==> config.mk <==
export PLATFORM = sky130hd
export DESIGN_NAME = spi_master_slave_port
export DESIGN_NICKNAME = d
export VERILOG_FILES = /design/src/inc/spi_port_pkg.sv /design/src/hdl/spi_master_slave_port.sv
export SDC_FILE = /design/constraint.sdc
export NUM_CORES = 1
export LEC_CHECK = 0
export ABC_AREA = 1
export BUFFER_PORTS_ARGS = -buffer_cell sky130_fd_sc_hd__buf_2
export CORE_UTILIZATION = 32
export CTS_CLUSTER_SIZE = 10
export DETAILED_ROUTE_END_ITERATION = 7
export SKIP_LAST_GASP = 1
export SYNTH_ARGS = -nofsm -noshare
export SYNTH_HDL_FRONTEND = slang
export SYNTH_SLANG_ARGS = --single-unit
==> constraint.sdc <==
create_clock -name clk -period 9.9 [get_ports clk]
set_input_delay 0.99 -clock clk [delete_from_list [all_inputs] [get_ports clk]]
set_output_delay 0.99 -clock clk [all_outputs]
set_load 0.02 [all_outputs]
==> src/inc/spi_port_pkg.sv <==
// constants, field layout and pin carriers of the serial port
// assumes a 16-bit register view mapped into 32-bit aligned bus words
package spi_port_pkg;

  // ==========================================================
  // register map and widths
  localparam int REG_W = 16;
  localparam int WORD_LONG = 16;
  localparam int WORD_SHORT = 8;
  localparam logic [3:0] OFF_STATUS = 4'h0;
  localparam logic [3:0] OFF_CON1 = 4'h4;
  localparam logic [3:0] OFF_CON2 = 4'h8;
  localparam logic [3:0] OFF_BUF = 4'hC;
  localparam logic [15:0] RST_VALUE = 16'h0000;

  // ==========================================================
  // field positions
  localparam int BIT_MODULE_ENABLE = 15;
  localparam int BIT_IDLE_STOP = 13;
  localparam int BIT_RX_OVERFLOW = 6;
  localparam int BIT_TX_FULL = 1;
  localparam int BIT_RX_FULL = 0;
  localparam int BIT_CLOCK_PIN_DISABLE = 12;
  localparam int BIT_DATA_OUT_DISABLE = 11;
  localparam int BIT_WORD_SIZE = 10;
  localparam int BIT_SAMPLE_PHASE = 9;
  localparam int BIT_CLOCK_EDGE = 8;
  localparam int BIT_SLAVE_SELECT_ENABLE = 7;
  localparam int BIT_CLOCK_POLARITY = 6;
  localparam int BIT_MASTER_SELECT = 5;
  localparam int SEC_LSB = 2;
  localparam int PRI_LSB = 0;
  localparam int BIT_FRAMED = 15;
  localparam int BIT_FSYNC_DIR = 14;
  localparam int BIT_FSYNC_POL = 13;
  localparam int BIT_FSYNC_EDGE = 1;
  localparam logic [15:0] STAT_W_MASK = 16'hA000;
  localparam logic [15:0] CON1_W_MASK = 16'h1FFF;
  localparam logic [15:0] CON2_W_MASK = 16'hE002;
  localparam logic [15:0] BUF_W_MASK = 16'hFFFF;

  // ==========================================================
  // bus answers and prescale ratios
  localparam logic [1:0] RESP_OKAY = 2'h0;
  localparam logic [1:0] RESP_SLVERR = 2'h2;
  localparam logic [9:0] PRI_DIV_1 = 10'h001;
  localparam logic [9:0] PRI_DIV_4 = 10'h004;
  localparam logic [9:0] PRI_DIV_16 = 10'h010;
  localparam logic [9:0] PRI_DIV_64 = 10'h040;
  localparam logic [9:0] SEC_DIV_TOP = 10'h008;

  typedef struct packed {logic sck; logic sdi; logic ss;} pin_in_s;
  typedef struct packed {
    logic sck; logic sck_oe_n; logic sdo; logic sdo_oe_n; logic ss; logic ss_oe_n;
  } pin_out_s;
  typedef enum logic [1:0] {M_IDLE, M_SYNC, M_XFER} master_state_e;
  typedef enum logic [1:0] {F_NONE, F_PENDING, F_ARMED} frame_arm_e;

  // half clock period in core cycles
  function automatic logic [9:0] prescale_ratio(input logic [1:0] pri, input logic [2:0] sec);
    logic [9:0] p;
    logic [9:0] s;
    case (pri)
      2'h3: p = PRI_DIV_1;
      2'h2: p = PRI_DIV_4;
      2'h1: p = PRI_DIV_16;
      default: p = PRI_DIV_64;
    endcase
    s = SEC_DIV_TOP - {7'h00, sec};
    return 10'(p * s);
  endfunction

endpackage

==> src/hdl/spi_master_slave_port.sv <==
// serial port, master or slave, with an AXI4-Lite register slave
// assumes pins_in come from the pad ring unsynchronised; chip_idle is core logic
//
// Chosen here: the placing of the registers and the AXI4-Lite register port.
`timescale 1ns/1ps

module spi_master_slave_port #(
  parameter int AXI_ADDR_W = 4
) (
  input wire logic clk,
  input wire logic rst,
  input wire logic [AXI_ADDR_W-1:0] s_axi_awaddr,
  input wire logic s_axi_awvalid,
  output logic s_axi_awready,
  input wire logic [31:0] s_axi_wdata,
  input wire logic [3:0] s_axi_wstrb,
  input wire logic s_axi_wvalid,
  output logic s_axi_wready,
  output logic [1:0] s_axi_bresp,
  output logic s_axi_bvalid,
  input wire logic s_axi_bready,
  input wire logic [AXI_ADDR_W-1:0] s_axi_araddr,
  input wire logic s_axi_arvalid,
  output logic s_axi_arready,
  output logic [31:0] s_axi_rdata,
  output logic [1:0] s_axi_rresp,
  output logic s_axi_rvalid,
  input wire logic s_axi_rready,
  input wire logic chip_idle,
  input wire spi_port_pkg::pin_in_s pins_in,
  output spi_port_pkg::pin_out_s pins_out
);
  import spi_port_pkg::*;

  if (AXI_ADDR_W < 4) begin : g_bad_addr
    $error("address width too small for register map");
  end

  // ==========================================================
  // state
  logic [15:0] con1_q, con2_q, txbuf_q, rxbuf_q, shift_q, rx_q;
  logic en_q, sidl_q, rov_q, tbf_q, rbf_q;
  pin_in_s sync1_q, sync2_q;
  logic sck_prev_q;
  master_state_e mstate_q;
  frame_arm_e farm_q;
  logic [5:0] hcnt_q;
  logic [9:0] div_q;
  logic ph_q, fsync_q, mdone_q, sdone_q, loaded_q;
  logic [4:0] scnt_q;
  logic aw_have_q, w_have_q, awready_q, wready_q, bvalid_q, arready_q, rvalid_q;
  logic [AXI_ADDR_W-1:0] awaddr_q;
  logic [31:0] wdata_q, rdata_q;
  logic [3:0] wstrb_q;
  logic [1:0] bresp_q, rresp_q;

  // ==========================================================
  // configuration decode
  wire master = con1_q[BIT_MASTER_SELECT];
  wire dis_sck = con1_q[BIT_CLOCK_PIN_DISABLE];
  wire dis_sdo = con1_q[BIT_DATA_OUT_DISABLE];
  wire word16 = con1_q[BIT_WORD_SIZE];
  wire sample_phase = con1_q[BIT_SAMPLE_PHASE];
  wire cke = con1_q[BIT_CLOCK_EDGE];
  wire slave_select_enable = con1_q[BIT_SLAVE_SELECT_ENABLE];
  wire clock_polarity = con1_q[BIT_CLOCK_POLARITY];
  wire framed = con2_q[BIT_FRAMED];
  wire fsd = con2_q[BIT_FSYNC_DIR];
  wire fpol = con2_q[BIT_FSYNC_POL];
  wire fedge = con2_q[BIT_FSYNC_EDGE];
  wire halt = sidl_q & chip_idle;
  wire run = en_q & ~halt;
  wire [4:0] word_bits = word16 ? 5'(WORD_LONG) : 5'(WORD_SHORT);
  wire [5:0] n2 = {word_bits, 1'b0};
  wire [9:0] ratio = prescale_ratio(con1_q[PRI_LSB+:2], con1_q[SEC_LSB+:3]);

  function automatic logic [2:0] decode_reg(input logic [AXI_ADDR_W-1:0] a);
    logic ok;
    ok = ((a >> 4) == '0) && (a[1:0] == OFF_STATUS[1:0]);
    return {ok, a[3:2]};
  endfunction

  function automatic logic [15:0] merge16(input logic [15:0] old, input logic [15:0] nw,
                                          input logic [1:0] strb, input logic [15:0] mask);
    logic [15:0] lanes;
    lanes = {{8{strb[1]}}, {8{strb[0]}}} & mask;
    return (old & ~lanes) | (nw & lanes);
  endfunction

  // ==========================================================
  // pin synchronisers
  always_ff @(posedge clk) begin
    sync1_q <= pins_in;
    sync2_q <= sync1_q;
    sck_prev_q <= sync2_q.sck;
  end

  // ==========================================================
  // register bus
  logic [15:0] status_v;
  always_comb begin
    status_v = RST_VALUE;
    status_v[BIT_MODULE_ENABLE] = en_q;
    status_v[BIT_IDLE_STOP] = sidl_q;
    status_v[BIT_RX_OVERFLOW] = rov_q;
    status_v[BIT_TX_FULL] = tbf_q;
    status_v[BIT_RX_FULL] = rbf_q;
  end

  wire [2:0] wsel = decode_reg(awaddr_q);
  wire [2:0] rsel = decode_reg(s_axi_araddr);
  wire wr_do = aw_have_q & w_have_q & ~bvalid_q;
  wire rd_do = arready_q & s_axi_arvalid;
  wire [15:0] wd = wdata_q[15:0];
  wire [1:0] wst = wstrb_q[1:0];
  wire wr_stat = wr_do & wsel[2] & (wsel[1:0] == OFF_STATUS[3:2]);
  wire wr_con1 = wr_do & wsel[2] & (wsel[1:0] == OFF_CON1[3:2]);
  wire wr_con2 = wr_do & wsel[2] & (wsel[1:0] == OFF_CON2[3:2]);
  wire buf_wr = wr_do & wsel[2] & (wsel[1:0] == OFF_BUF[3:2]) & (|wst);
  wire buf_rd = rd_do & rsel[2] & (rsel[1:0] == OFF_BUF[3:2]);
  wire rov_clr = wr_stat & wst[0] & ~wd[BIT_RX_OVERFLOW];
  wire [15:0] stat_new = merge16(status_v, wd, wst, STAT_W_MASK);

  always_ff @(posedge clk) begin
    if (rst) begin
      aw_have_q <= 1'b0;
      awready_q <= 1'b0;
      awaddr_q <= '0;
    end else if (awready_q && s_axi_awvalid) begin
      aw_have_q <= 1'b1;
      awready_q <= 1'b0;
      awaddr_q <= s_axi_awaddr;
    end else begin
      if (wr_do) aw_have_q <= 1'b0;
      awready_q <= ~aw_have_q & ~bvalid_q;
    end
  end

  always_ff @(posedge clk) begin
    if (rst) begin
      w_have_q <= 1'b0;
      wready_q <= 1'b0;
      wdata_q <= '0;
      wstrb_q <= '0;
    end else if (wready_q && s_axi_wvalid) begin
      w_have_q <= 1'b1;
      wready_q <= 1'b0;
      wdata_q <= s_axi_wdata;
      wstrb_q <= s_axi_wstrb;
    end else begin
      if (wr_do) w_have_q <= 1'b0;
      wready_q <= ~w_have_q & ~bvalid_q;
    end
  end

  always_ff @(posedge clk) begin
    if (rst) begin
      bvalid_q <= 1'b0;
      bresp_q <= RESP_OKAY;
    end else if (wr_do) begin
      bvalid_q <= 1'b1;
      bresp_q <= wsel[2] ? RESP_OKAY : RESP_SLVERR;
    end else if (s_axi_bready) begin
      bvalid_q <= 1'b0;
    end
  end

  always_ff @(posedge clk) begin
    if (rst) begin
      arready_q <= 1'b0;
      rvalid_q <= 1'b0;
      rdata_q <= '0;
      rresp_q <= RESP_OKAY;
    end else if (rd_do) begin
      arready_q <= 1'b0;
      rvalid_q <= 1'b1;
      rresp_q <= rsel[2] ? RESP_OKAY : RESP_SLVERR;
      case (rsel)
        {1'b1, OFF_STATUS[3:2]}: rdata_q <= {16'h0000, status_v};
        {1'b1, OFF_CON1[3:2]}: rdata_q <= {16'h0000, con1_q};
        {1'b1, OFF_CON2[3:2]}: rdata_q <= {16'h0000, con2_q};
        {1'b1, OFF_BUF[3:2]}: rdata_q <= {16'h0000, rxbuf_q};
        default: rdata_q <= '0;
      endcase
    end else begin
      if (s_axi_rready) rvalid_q <= 1'b0;
      arready_q <= ~rvalid_q;
    end
  end

  always_ff @(posedge clk) begin
    if (rst) begin
      con1_q <= RST_VALUE;
      con2_q <= RST_VALUE;
      en_q <= 1'b0;
      sidl_q <= 1'b0;
    end else begin
      if (wr_con1) con1_q <= merge16(con1_q, wd, wst, CON1_W_MASK);
      if (wr_con2) con2_q <= merge16(con2_q, wd, wst, CON2_W_MASK);
      if (wr_stat) begin
        en_q <= stat_new[BIT_MODULE_ENABLE];
        sidl_q <= stat_new[BIT_IDLE_STOP];
      end
    end
  end

  // ==========================================================
  // transfer strobes
  wire [5:0] ev = hcnt_q;
  wire [5:0] last_ev = (!cke && sample_phase) ? n2 : n2 - 6'h01;
  wire tick = (div_q == ratio - 10'h001);
  wire m_run = run & master;
  wire m_ev = m_run & (mstate_q == M_XFER) & tick;
  wire fsync_in = (sync2_q.ss == fpol);
  wire f_go = framed ? (tick & ph_q & (fsd ? fsync_in : tbf_q)) : tbf_q;
  wire m_start = m_run & (mstate_q == M_IDLE) & f_go;
  wire m_load = m_start & tbf_q;
  wire m_shift = m_ev & (cke ? (ev[0] && ev != last_ev)
                             : (!ev[0] && ev != 6'h00 && ev < n2));
  wire m_sample = m_ev & (sample_phase ? (cke ? ev[0] : (!ev[0] && ev != 6'h00))
                              : (cke ? !ev[0] : ev[0]));
  wire m_last = m_ev & (ev == last_ev);
  wire ss_block = slave_select_enable & sync2_q.ss & ~framed;
  wire s_live = run & ~master & ~ss_block;
  wire lead = (sync2_q.sck ^ clock_polarity) & ~(sck_prev_q ^ clock_polarity);
  wire trail = ~(sync2_q.sck ^ clock_polarity) & (sck_prev_q ^ clock_polarity);
  wire f_new = framed & lead & (farm_q == F_NONE) & fsync_in;
  wire s_data = ~framed | (farm_q == F_ARMED) | (f_new & fedge);
  wire s_lead = s_live & lead & s_data;
  wire s_trail = s_live & trail & s_data;
  wire s_sample = cke ? s_lead : s_trail;
  wire s_shift = (cke ? s_trail : s_lead) & (scnt_q != 5'h00);
  wire s_load = s_live & ~loaded_q & tbf_q;
  wire s_last = s_sample & (scnt_q == word_bits - 5'h01);
  wire do_load = m_load | s_load;
  wire word_done = mdone_q | sdone_q;
  wire [15:0] rx_word = word16 ? rx_q : {8'h00, rx_q[7:0]};
  wire sdo_bit = word16 ? shift_q[15] : shift_q[7];

  // ==========================================================
  // master clock engine
  always_ff @(posedge clk) begin
    if (rst || !en_q || !master) begin
      mstate_q <= M_IDLE;
      hcnt_q <= '0;
      div_q <= '0;
      ph_q <= 1'b0;
      fsync_q <= 1'b0;
      mdone_q <= 1'b0;
    end else if (!halt) begin
      mdone_q <= m_last;
      if (mstate_q != M_IDLE || framed) div_q <= tick ? 10'h000 : div_q + 10'h001;
      else div_q <= '0;
      if (tick && (framed || mstate_q == M_SYNC || (mstate_q == M_XFER && ev < n2)))
        ph_q <= ~ph_q;
      case (mstate_q)
        M_IDLE: begin
          if (m_start) begin
            hcnt_q <= '0;
            fsync_q <= framed & ~fsd;
            mstate_q <= (framed && !fsd && !fedge) ? M_SYNC : M_XFER;
          end
        end
        M_SYNC: begin
          if (tick) begin
            hcnt_q <= (ev == 6'h01) ? 6'h00 : ev + 6'h01;
            if (ev == 6'h01) begin
              fsync_q <= 1'b0;
              mstate_q <= M_XFER;
            end
          end
        end
        M_XFER: begin
          if (tick) begin
            hcnt_q <= ev + 6'h01;
            if (ev == 6'h01) fsync_q <= 1'b0;
            if (ev == last_ev) mstate_q <= M_IDLE;
          end
        end
        default: mstate_q <= M_IDLE;
      endcase
    end
  end

  // ==========================================================
  // slave bit engine
  always_ff @(posedge clk) begin
    if (rst || !en_q || master) begin
      scnt_q <= '0;
      loaded_q <= 1'b0;
      farm_q <= F_NONE;
      sdone_q <= 1'b0;
    end else if (!halt) begin
      sdone_q <= s_last;
      if (ss_block) begin
        scnt_q <= '0;
        loaded_q <= 1'b0;
      end else begin
        if (!loaded_q) loaded_q <= 1'b1;
        if (f_new) farm_q <= fedge ? F_ARMED : F_PENDING;
        else if (lead && farm_q == F_PENDING) farm_q <= F_ARMED;
        if (s_sample) scnt_q <= s_last ? 5'h00 : scnt_q + 5'h01;
        if (s_last) begin
          loaded_q <= 1'b0;
          farm_q <= F_NONE;
        end
      end
    end
  end

  // ==========================================================
  // data path and flags
  always_ff @(posedge clk) begin
    if (rst) begin
      shift_q <= '0;
      rx_q <= '0;
    end else begin
      if (do_load) shift_q <= txbuf_q;
      else if (m_shift || s_shift) shift_q <= shift_q << 1;
      if (m_sample || s_sample) rx_q <= {rx_q[14:0], sync2_q.sdi};
    end
  end

  always_ff @(posedge clk) begin
    if (rst) begin
      txbuf_q <= '0;
      tbf_q <= 1'b0;
    end else begin
      if (buf_wr) txbuf_q <= merge16(txbuf_q, wd, wst, BUF_W_MASK);
      if (buf_wr) tbf_q <= 1'b1;
      else if (do_load) tbf_q <= 1'b0;
    end
  end

  always_ff @(posedge clk) begin
    if (rst) begin
      rxbuf_q <= '0;
      rbf_q <= 1'b0;
      rov_q <= 1'b0;
    end else begin
      if (word_done && !rbf_q) rxbuf_q <= rx_word;
      if (word_done && !rbf_q) rbf_q <= 1'b1;
      else if (buf_rd) rbf_q <= 1'b0;
      if (word_done && rbf_q) rov_q <= 1'b1;
      else if (rov_clr) rov_q <= 1'b0;
    end
  end

  // ==========================================================
  // pins and bus outputs
  always_ff @(posedge clk) begin
    if (rst) begin
      pins_out <= '{sck: 1'b0, sck_oe_n: 1'b1, sdo: 1'b0, sdo_oe_n: 1'b1,
                    ss: 1'b1, ss_oe_n: 1'b1};
    end else begin
      pins_out.sck <= clock_polarity ^ ph_q;
      pins_out.sck_oe_n <= ~(en_q & master & ~dis_sck);
      pins_out.sdo <= sdo_bit;
      pins_out.sdo_oe_n <= ~(en_q & ~dis_sdo & ~(~master & ss_block));
      pins_out.ss <= fsync_q ? fpol : ~fpol;
      pins_out.ss_oe_n <= ~(en_q & framed & ~fsd & master);
    end
  end

  assign s_axi_awready = awready_q;
  assign s_axi_wready = wready_q;
  assign s_axi_bvalid = bvalid_q;
  assign s_axi_bresp = bresp_q;
  assign s_axi_arready = arready_q;
  assign s_axi_rvalid = rvalid_q;
  assign s_axi_rdata = rdata_q;
  assign s_axi_rresp = rresp_q;

  // ==========================================================
  // checks
  logic [4:0] samp_cnt_q;
  always_ff @(posedge clk) begin
    if (rst || !en_q || word_done) samp_cnt_q <= '0;
    else if (m_sample || s_sample) samp_cnt_q <= samp_cnt_q + 5'h01;
  end
endmodule

==> results of run 1 <==
==> worst min path at each step <==
stage	endpoint	startpoint
detailed placement	sync2_q[1]	sync1_q[1]
finish	sync2_q[1]	sync1_q[1]
global placement	sync2_q[1]	sync1_q[1]
CTS	sync2_q[1]	sync1_q[1]
global route	sync2_q[1]	sync1_q[1]
floorplan	sync2_q[0]	sync1_q[0]
==> kinds of logic after synthesis <==
family / count (synthesis) / synth area share (%)
adder cells (fa/ha/maj): 38 / 5.73
XOR/XNOR: 11 / 1.09
buffers and inverters: 256 / 12.0
other: 1 / 0.0425
flip-flops: 176 / 39.9
AND/OR/NAND/NOR: 520 / 25.5
AO/OA/AOI/OAI: 251 / 15.7
==> where the power goes <==
group          internal, mW  total (mW)  switching [mW]
clock                 0.328       0.633           0.304
sequential            0.719       0.727         0.00788
combinational        0.0159      0.0564          0.0405
==> placed cells by master (no fill, tap or decap), types with 4 or more instances in the layout <==
| cell type | netlist | layout |
|---|---|---|
| sky130_fd_sc_hd__a211oi_1 | 14 | 14 |
| sky130_fd_sc_hd__a21oi_1 | 98 | 98 |
| sky130_fd_sc_hd__nand3_1 | 58 | 58 |
| sky130_fd_sc_hd__clkbuf_16 | 0 | 17 |
| sky130_fd_sc_hd__xor2_1 | 9 | 9 |
| sky130_fd_sc_hd__o21ai_0 | 107 | 107 |
| sky130_fd_sc_hd__o22ai_1 | 12 | 12 |
| sky130_fd_sc_hd__dfxtp_1 | 176 | 176 |
| sky130_fd_sc_hd__nand2_1 | 226 | 226 |
| sky130_fd_sc_hd__nor2_1 | 155 | 155 |
| sky130_fd_sc_hd__nor3_1 | 16 | 16 |
| sky130_fd_sc_hd__fa_1 | 4 | 4 |
| sky130_fd_sc_hd__ha_1 | 34 | 34 |
| sky130_fd_sc_hd__nand4_1 | 37 | 37 |
| sky130_fd_sc_hd__buf_2 | 5 | 65 |
| sky130_fd_sc_hd__clkinv_1 | 5 | 5 |
| sky130_fd_sc_hd__inv_1 | 183 | 182 |
| sky130_fd_sc_hd__inv_2 | 6 | 7 |
| sky130_fd_sc_hd__conb_1 | 1 | 18 |
| sky130_fd_sc_hd__nand2_2 | 4 | 4 |
| sky130_fd_sc_hd__nand3_2 | 4 | 4 |
| sky130_fd_sc_hd__o211ai_1 | 4 | 4 |
| sky130_fd_sc_hd__inv_6 | 0 | 4 |
| sky130_fd_sc_hd__or2_2 | 5 | 5 |
==> routing by layer <==
layer / GRT usage (%) / wire [um] / vias to the layer above
met5: 0 / 0 / -
met4: 4.11 / 225 / 0
met3: 2.12 / 760 / 16
met2: 26.4 / 10200 / 141
met1: 21.0 / 10500 / 3591
li1: - / - / 4100
==> area by class of cell <==
type / instances / share of cell area (%)
clock buffer: 17 / 4.31
clock inverter: 14 / 1.24
inverter: 194 / 7.38
multi-input combinational: 838 / 43.6
sequential: 176 / 35.7
tap: 341 / 4.32
timing repair buffer: 67 / 3.45
==> through the flow <==
stage	instances	area, um^2
floorplan	1270	8890
CTS	1647	9870
global placement	1616	9320
global route	1647	9870
detailed placement	1616	9320
finish	1647	9870
==> critical path, cell delays in order (launching register included) <==
cell,delay [ns]
sky130_fd_sc_hd__dfxtp_1,0.37
sky130_fd_sc_hd__inv_2,0.10
sky130_fd_sc_hd__ha_1,0.21
sky130_fd_sc_hd__xor2_1,0.29
sky130_fd_sc_hd__nor2_1,0.08
sky130_fd_sc_hd__ha_1,0.28
sky130_fd_sc_hd__inv_1,0.04
sky130_fd_sc_hd__ha_1,0.19
sky130_fd_sc_hd__fa_1,0.51
sky130_fd_sc_hd__inv_1,0.04
sky130_fd_sc_hd__ha_1,0.36
sky130_fd_sc_hd__inv_1,0.08
sky130_fd_sc_hd__nand2_1,0.05
sky130_fd_sc_hd__nand2_1,0.08
sky130_fd_sc_hd__inv_1,0.05
sky130_fd_sc_hd__nand2_1,0.05
sky130_fd_sc_hd__nand3_1,0.06
sky130_fd_sc_hd__nor2_1,0.12
sky130_fd_sc_hd__nand2_1,0.10
sky130_fd_sc_hd__nor2_4,0.16
sky130_fd_sc_hd__nand4_1,0.10
sky130_fd_sc_hd__nand2_1,0.10
sky130_fd_sc_hd__nand3_2,0.51
sky130_fd_sc_hd__nand2_2,0.53
sky130_fd_sc_hd__nand2_1,0.12
sky130_fd_sc_hd__nand2_1,0.10
sky130_fd_sc_hd__inv_1,0.04
sky130_fd_sc_hd__nor2_1,0.07
==> out/qor.tcl, run 1 <==
set qor(routed_via_density) 4.77
set qor(outcome) {finished clean}
set qor(reg2reg_setup_slack_ns) 5.03
set qor(dr_total_vias) 7848
set qor(dr.first_iter.drc_count) 431
set qor(final_layout_size_suffix_gt1_share_pct) 9.95
set qor(core_um2) 27000
set qor(synth_largest_area_cell) {sky130_fd_sc_hd__dfxtp_1}
set qor(critical_path_class) {reg2reg}
set qor(floorplan.initialDensity_pct) 32.7
set qor(postSynthAreaPerCell_um2) 7.04
set qor(clk_pin_slew_worst_paths_ns) 0.07
set qor(power_density_nw_per_um2) 143
set qor(crit_required_ns) 10.27
set qor(netlist_top_cells_area) {sky130_fd_sc_hd__dfxtp_1 40%, sky130_fd_sc_hd__nand2_1 9.6%, sky130_fd_sc_hd__inv_1 7.8%, sky130_fd_sc_hd__nor2_1 6.6%, sky130_fd_sc_hd__o21ai_0 6.1%}
set qor(first_pass_grt_wire_length_um) 35600
set qor(worst_min_delay_path_class) {reg2reg}
set qor(ys_dominant_reg_cell) {sky130_fd_sc_hd__dfxtp_1}
set qor(routedWlPerCell_um) 13.2
set qor(synth.ff_latch_count) 176
set qor(detailedRoute.firstPassIterationCount) 5
set qor(fin_hold_ws_ns) 0.332
set qor(place_ws_ns) 5.06
set qor(overflow) 0
set qor(period_share_pct) 49.2
set qor(sort_of_element_at_the_end_of_the_critical_path) {flip-flop}
set qor(max_slew.worst_pin.slew_ns) 1.03
set qor(number_of_antenna_violations_at_the_first_check_in_global_routing) 0
set qor(fp.dieW_um) 168
set qor(grt_pass1_vias) 7149
set qor(cap_violations) 0
set qor(clk_root_buffer_cell) {sky130_fd_sc_hd__clkbuf_16}
set qor(min_delay_path_depth) 0
set qor(drv_slew) 0
set qor(drt_drc_violations_left) 0
set qor(yosysMostFrequentCell) {sky130_fd_sc_hd__nand2_1}
set qor(grt_start_max_net_pins) 67
set qor(clock-sinks) 176
set qor(worst_slack_ns) 5.03
set qor(synth-edff-count) 0
set qor(grt.total_usage_pct) 15.7
set qor(asyncSetResetFlopFracSynth_pct) 0
set qor(antenna_violating_nets_post_route) 0
set qor(cts_hold_buffers) 0
set qor(post_synth_inst_count) 1253
set qor(ctsLongestPathBuffers) 2
set qor(finalNetCount) 1387
set qor(reg2reg_depth) 27
set qor(antenna_cells_inserted) 0
set qor(clock_skew_ns) 0.00955
set qor(post-dp-hpwl_um) 15900
set qor(yosys_warnings) 0
set qor(power.ir.vdd_worst_v) 0.0000933
set qor(timing.slew.headroom_pct) 30.9
set qor(floorplan.die.height_um) 168
set qor(multiInputGateArea_um2) 4300
set qor(cts.repair.resized) 0
set qor(path_max_fanout) 32
set qor(tritoncts.num_buffers) 17
set qor(register_area_um2) 3520
set qor(fill_cells) 2914
set qor(timing.final.hold_violations) 0
set qor(clock_latency_ns) 0.43
set qor(synthTopCellsByCount) {226 x sky130_fd_sc_hd__nand2_1, 183 x sky130_fd_sc_hd__inv_1, 176 x sky130_fd_sc_hd__dfxtp_1}
set qor(syn_area_um2) 8820
set qor(drt_wl_total_um) 21700
set qor(startpoint_type_of_the_worst_setup_path) {flip-flop}
set qor(cts.htree.levels) 4
set qor(final.min_clock_period_ns) 4.87
set qor(tritoncts) {done}
set qor(cts.repair_timing.setup_buffer_count) 0
set qor(design.die.area_um2) 28200
set qor(rows) 60
set qor(synth.top_cell.area_share_pct) 39.9
set qor(rsz0062_at_grt) {false}
set qor(design.portCount) 102
set qor(critical_path.endpoint) {shift_q[15]}
set qor(max_freq_ghz) 0.205
set qor(ys_types) 46
set qor(numPortBuffers) 65
set qor(report.final.setup_viol) 0
set qor(fin_setup_tns_ns) 0
set qor(finish.utilization_pct) 36.5
set qor(critPathArrivalTime_ns) 5.24
set qor(finalWeightedCongestion) 0.794
set qor(timing.rr.end) {shift_q[15]}
set qor(p_leak_nw) 4.20
set qor(ys_seq_area_share_pct) 39.9
set qor(power_total_mw) 1.42
set qor(layout-area-overhead-vs-synth_pct) 11.9
No activity file was read; power rests on OpenSTA's default activity.
==> inputs of run 2 (changes only) <==
Clock period 9.9 ns to 4.31 ns, I/O delays scaled along.
==> run 2 against run 1 <==
  * Maximum frequency up 24%
  * Combinational power up 130%
  * First-iteration DRC count up 19%
  * Hold slack worse by 0.24 ns
  * Core utilization up 0.81 points
  * Global-route usage up 0.24 points
  * Routed wire length up 0.58%
  * Sequential cell count unchanged
  * Clock skew up 0.0044 ns
  * Cell count up 0.97%
  * Critical endpoint is now fsync_q
  * Largest cell class unchanged
  * Highest routed layer unchanged
==> out/qor.tcl, run 2 (synthesized netlist as in run 1, its figures left out) <==
set qor(clk_root_buffer_cell) {sky130_fd_sc_hd__clkbuf_16}
set qor(fp.dieW_um) 168 ;# unchanged
set qor(critical_path_class) {reg2reg}
set qor(worst_path_max_delay_cell) {sky130_fd_sc_hd__fa_1}
set qor(p_leak_nw) 4.30 ;# +2.4%
set qor(path_max_fanout) 8 ;# -75%
set qor(clock_latency_ns) 0.44 ;# about the same
set qor(finalWeightedCongestion) 0.797 ;# +0.35%
set qor(critPathArrivalTime_ns) 4.27 ;# -0.97 ns
set qor(overflow) 0 ;# unchanged
set qor(max_freq_ghz) 0.254 ;# +24%
set qor(finalNetCount) 1402 ;# +1.1%
set qor(routedWlPerCell_um) 13.1 ;# -0.39%
set qor(drt_wl_total_um) 21800 ;# +0.58%
set qor(first_pass_grt_wire_length_um) 36300 ;# +1.9%
set qor(power_density_nw_per_um2) 331 ;# +130%
set qor(reg2reg_depth) 27 ;# unchanged
set qor(mostFrequentLayoutCell) {sky130_fd_sc_hd__nand2_1}
set qor(part_of_the_power_in_combinational_logic_pct) 3.9 ;# about the same
set qor(max_slew.worst_pin.slew_ns) 0.855 ;# -0.179 ns
set qor(seq_power_share_pct) 49.9 ;# -1.4 points
set qor(critical_path.endpoint) {fsync_q}
set qor(p_int_mw) 2.52 ;# +140%
set qor(cts.htree.levels) 4 ;# unchanged
set qor(sort_of_element_at_the_end_of_the_critical_path) {flip-flop}
set qor(clock-sinks) 176 ;# unchanged
set qor(worst_min_delay_path_class) {in2reg}
set qor(rsz0062_at_grt) {false}
set qor(floorplan.initialDensity_pct) 32.7 ;# unchanged
set qor(timing.slew.headroom_pct) 42.9 ;# +12 points
set qor(final_layout_size_suffix_gt1_share_pct) 11.3 ;# +1.4 points
set qor(post-dp-hpwl_um) 16100 ;# +1.3%
set qor(tritoncts) {done}
set qor(antenna_cells_inserted) 0 ;# unchanged
set qor(dpl_cell_area_um2) 9380 ;# +0.64%
set qor(drv_slew) 0 ;# unchanged
set qor(number_of_antenna_violations_at_the_first_check_in_global_routing) 0 ;# unchanged
set qor(final.min_clock_period_ns) 3.94 ;# -0.930 ns
set qor(grt.total_usage_pct) 15.9 ;# +0.24 points
set qor(fin_setup_tns_ns) 0 ;# unchanged
set qor(reg2reg_setup_slack_ns) 0.37 ;# -4.66 ns
set qor(tritoncts.num_buffers) 17 ;# unchanged
set qor(power.ir.vdd_worst_v) 0.000215 ;# +130%
set qor(grt_start_max_net_pins) 63 ;# -6.0%
set qor(antenna_violating_nets_post_route) 0 ;# unchanged
set qor(core_um2) 27000 ;# unchanged
set qor(report.final.setup_viol) 0 ;# unchanged
set qor(sw_frac_of_total_pct) 24.5 ;# -0.37 points
set qor(startpoint_type_of_the_worst_setup_path) {flip-flop}
set qor(design.die.area_um2) 28200 ;# unchanged
set qor(rows) 60 ;# unchanged
set qor(design_area_um2) 10100 ;# +2.2%
set qor(detailedRoute.firstPassIterationCount) 4 ;# -1
set qor(period_share_pct) 91.4 ;# +42 points
set qor(timing.rr.end) {fsync_q}
set qor(netSwitchingPower_mw) 0.820 ;# +130%
set qor(dr.first_iter.drc_count) 512 ;# +19%
set qor(min_delay_path_depth) 1 ;# +1
set qor(routed_via_density) 4.76 ;# -0.12%
set qor(drt_drc_violations_left) 0 ;# unchanged
set qor(grt_pass1_vias) 7436 ;# +4.0%
set qor(critPathMaxStageDelay_ns) 0.53 ;# about the same
set qor(layout.cells.most_common_list) {226 x sky130_fd_sc_hd__nand2_1, 181 x sky130_fd_sc_hd__inv_1, 176 x sky130_fd_sc_hd__dfxtp_1, 155 x sky130_fd_sc_hd__nor2_1, 107 x sky130_fd_sc_hd__o21ai_0}
set qor(crit_required_ns) 4.64 ;# -5.63 ns
set qor(floorplan.die.height_um) 168 ;# unchanged
set qor(layout-area-overhead-vs-synth_pct) 14.3
set qor(share_clk_of_total_power_pct) 46.2 ;# +1.5 points
set qor(dr_total_vias) 7915 ;# +0.85%
set qor(cap_violations) 0 ;# unchanged
set qor(clk_pin_slew_worst_paths_ns) 0.07 ;# about the same
set qor(design.portCount) 102 ;# unchanged
set qor(ctsLongestPathBuffers) 2 ;# unchanged
set qor(timing.final.hold_violations) 0 ;# unchanged
set qor(clock_skew_ns) 0.0140 ;# +0.00443 ns
set qor(numPortBuffers) 65 ;# unchanged
set qor(cp_common_cell) {sky130_fd_sc_hd__nand2_1}
set qor(outcome) {finished clean}
## run 2: worst min path at each step
stage | slack [ns] | start | to
CTS | 0.08 | pins_in[1] | sync1_q[1]
finish | 0.09 | pins_in[1] | sync1_q[1]
floorplan | 0.31 | sync1_q[0] | sync2_q[0]
detailed placement | 0.31 | sync1_q[2] | sync2_q[2]
global placement | 0.31 | sync1_q[1] | sync2_q[1]
global route | 0.08 | pins_in[1] | sync1_q[1]
## run 2: critical path, delay by kind of cell, from the launching register on
family	cells	cell delay, ns
flops	1	0.32
simple gates	16	1.40
fa+ha+maj	4	1.45
xor+xnor	1	0.17
buf+inv	6	0.50
## run 2: through the flow
stage / instances / worst slack [ns] / utilization (%) / power [mW] / hold slack, ns
floorplan: 1270 / 0.625 / - / 1.80 / 0.310
global placement: 1624 / 0.218 / 34.7 / 1.83 / 0.314
detailed placement: 1624 / 0.155 / 34.7 / 1.84 / 0.312
CTS: 1656 / 0.106 / 36.9 / 3.38 / 0.0781
global route: 1663 / 0.0378 / 37.3 / 3.46 / 0.0779
finish: 1663 / 0.372 / 37.3 / 3.34 / 0.0921
## run 2: what timing repair did
item,CTS,global route
hold buffers,0,0
gates resized for setup,0,10
hold endpoints to repair,0,0
endpoints found under the setup margin,0,41
setup buffers,0,7
## run 2: layout make-up
cell class,count,area [um^2]
repair buffers,82,465
inverters,194,728
multi-input cells,838,4360
flip-flops and latches,176,3520
clock buffers,19,443
well taps,341,427
fillers,2876,16900
clock inverters,13,144
## run 2: power groups by stage
| stage | clock network, mW | registers, mW | logic [mW] |
|---|---|---|---|
| after floorplan | 0 | 1.70 | 0.0970 |
| after global placement | 0 | 1.70 | 0.130 |
| after detailed placement | 0 | 1.71 | 0.131 |
| after CTS | 1.58 | 1.67 | 0.132 |
| after global routing | 1.64 | 1.67 | 0.148 |
| final | 1.54 | 1.67 | 0.131 |
## run 2: metal layers
metal	part of all wire, %	GRT usage [%]
met4	2.5	5.65
met5	0	0
met1	48	20.9
met3	3.2	2.89
met2	46	26.1
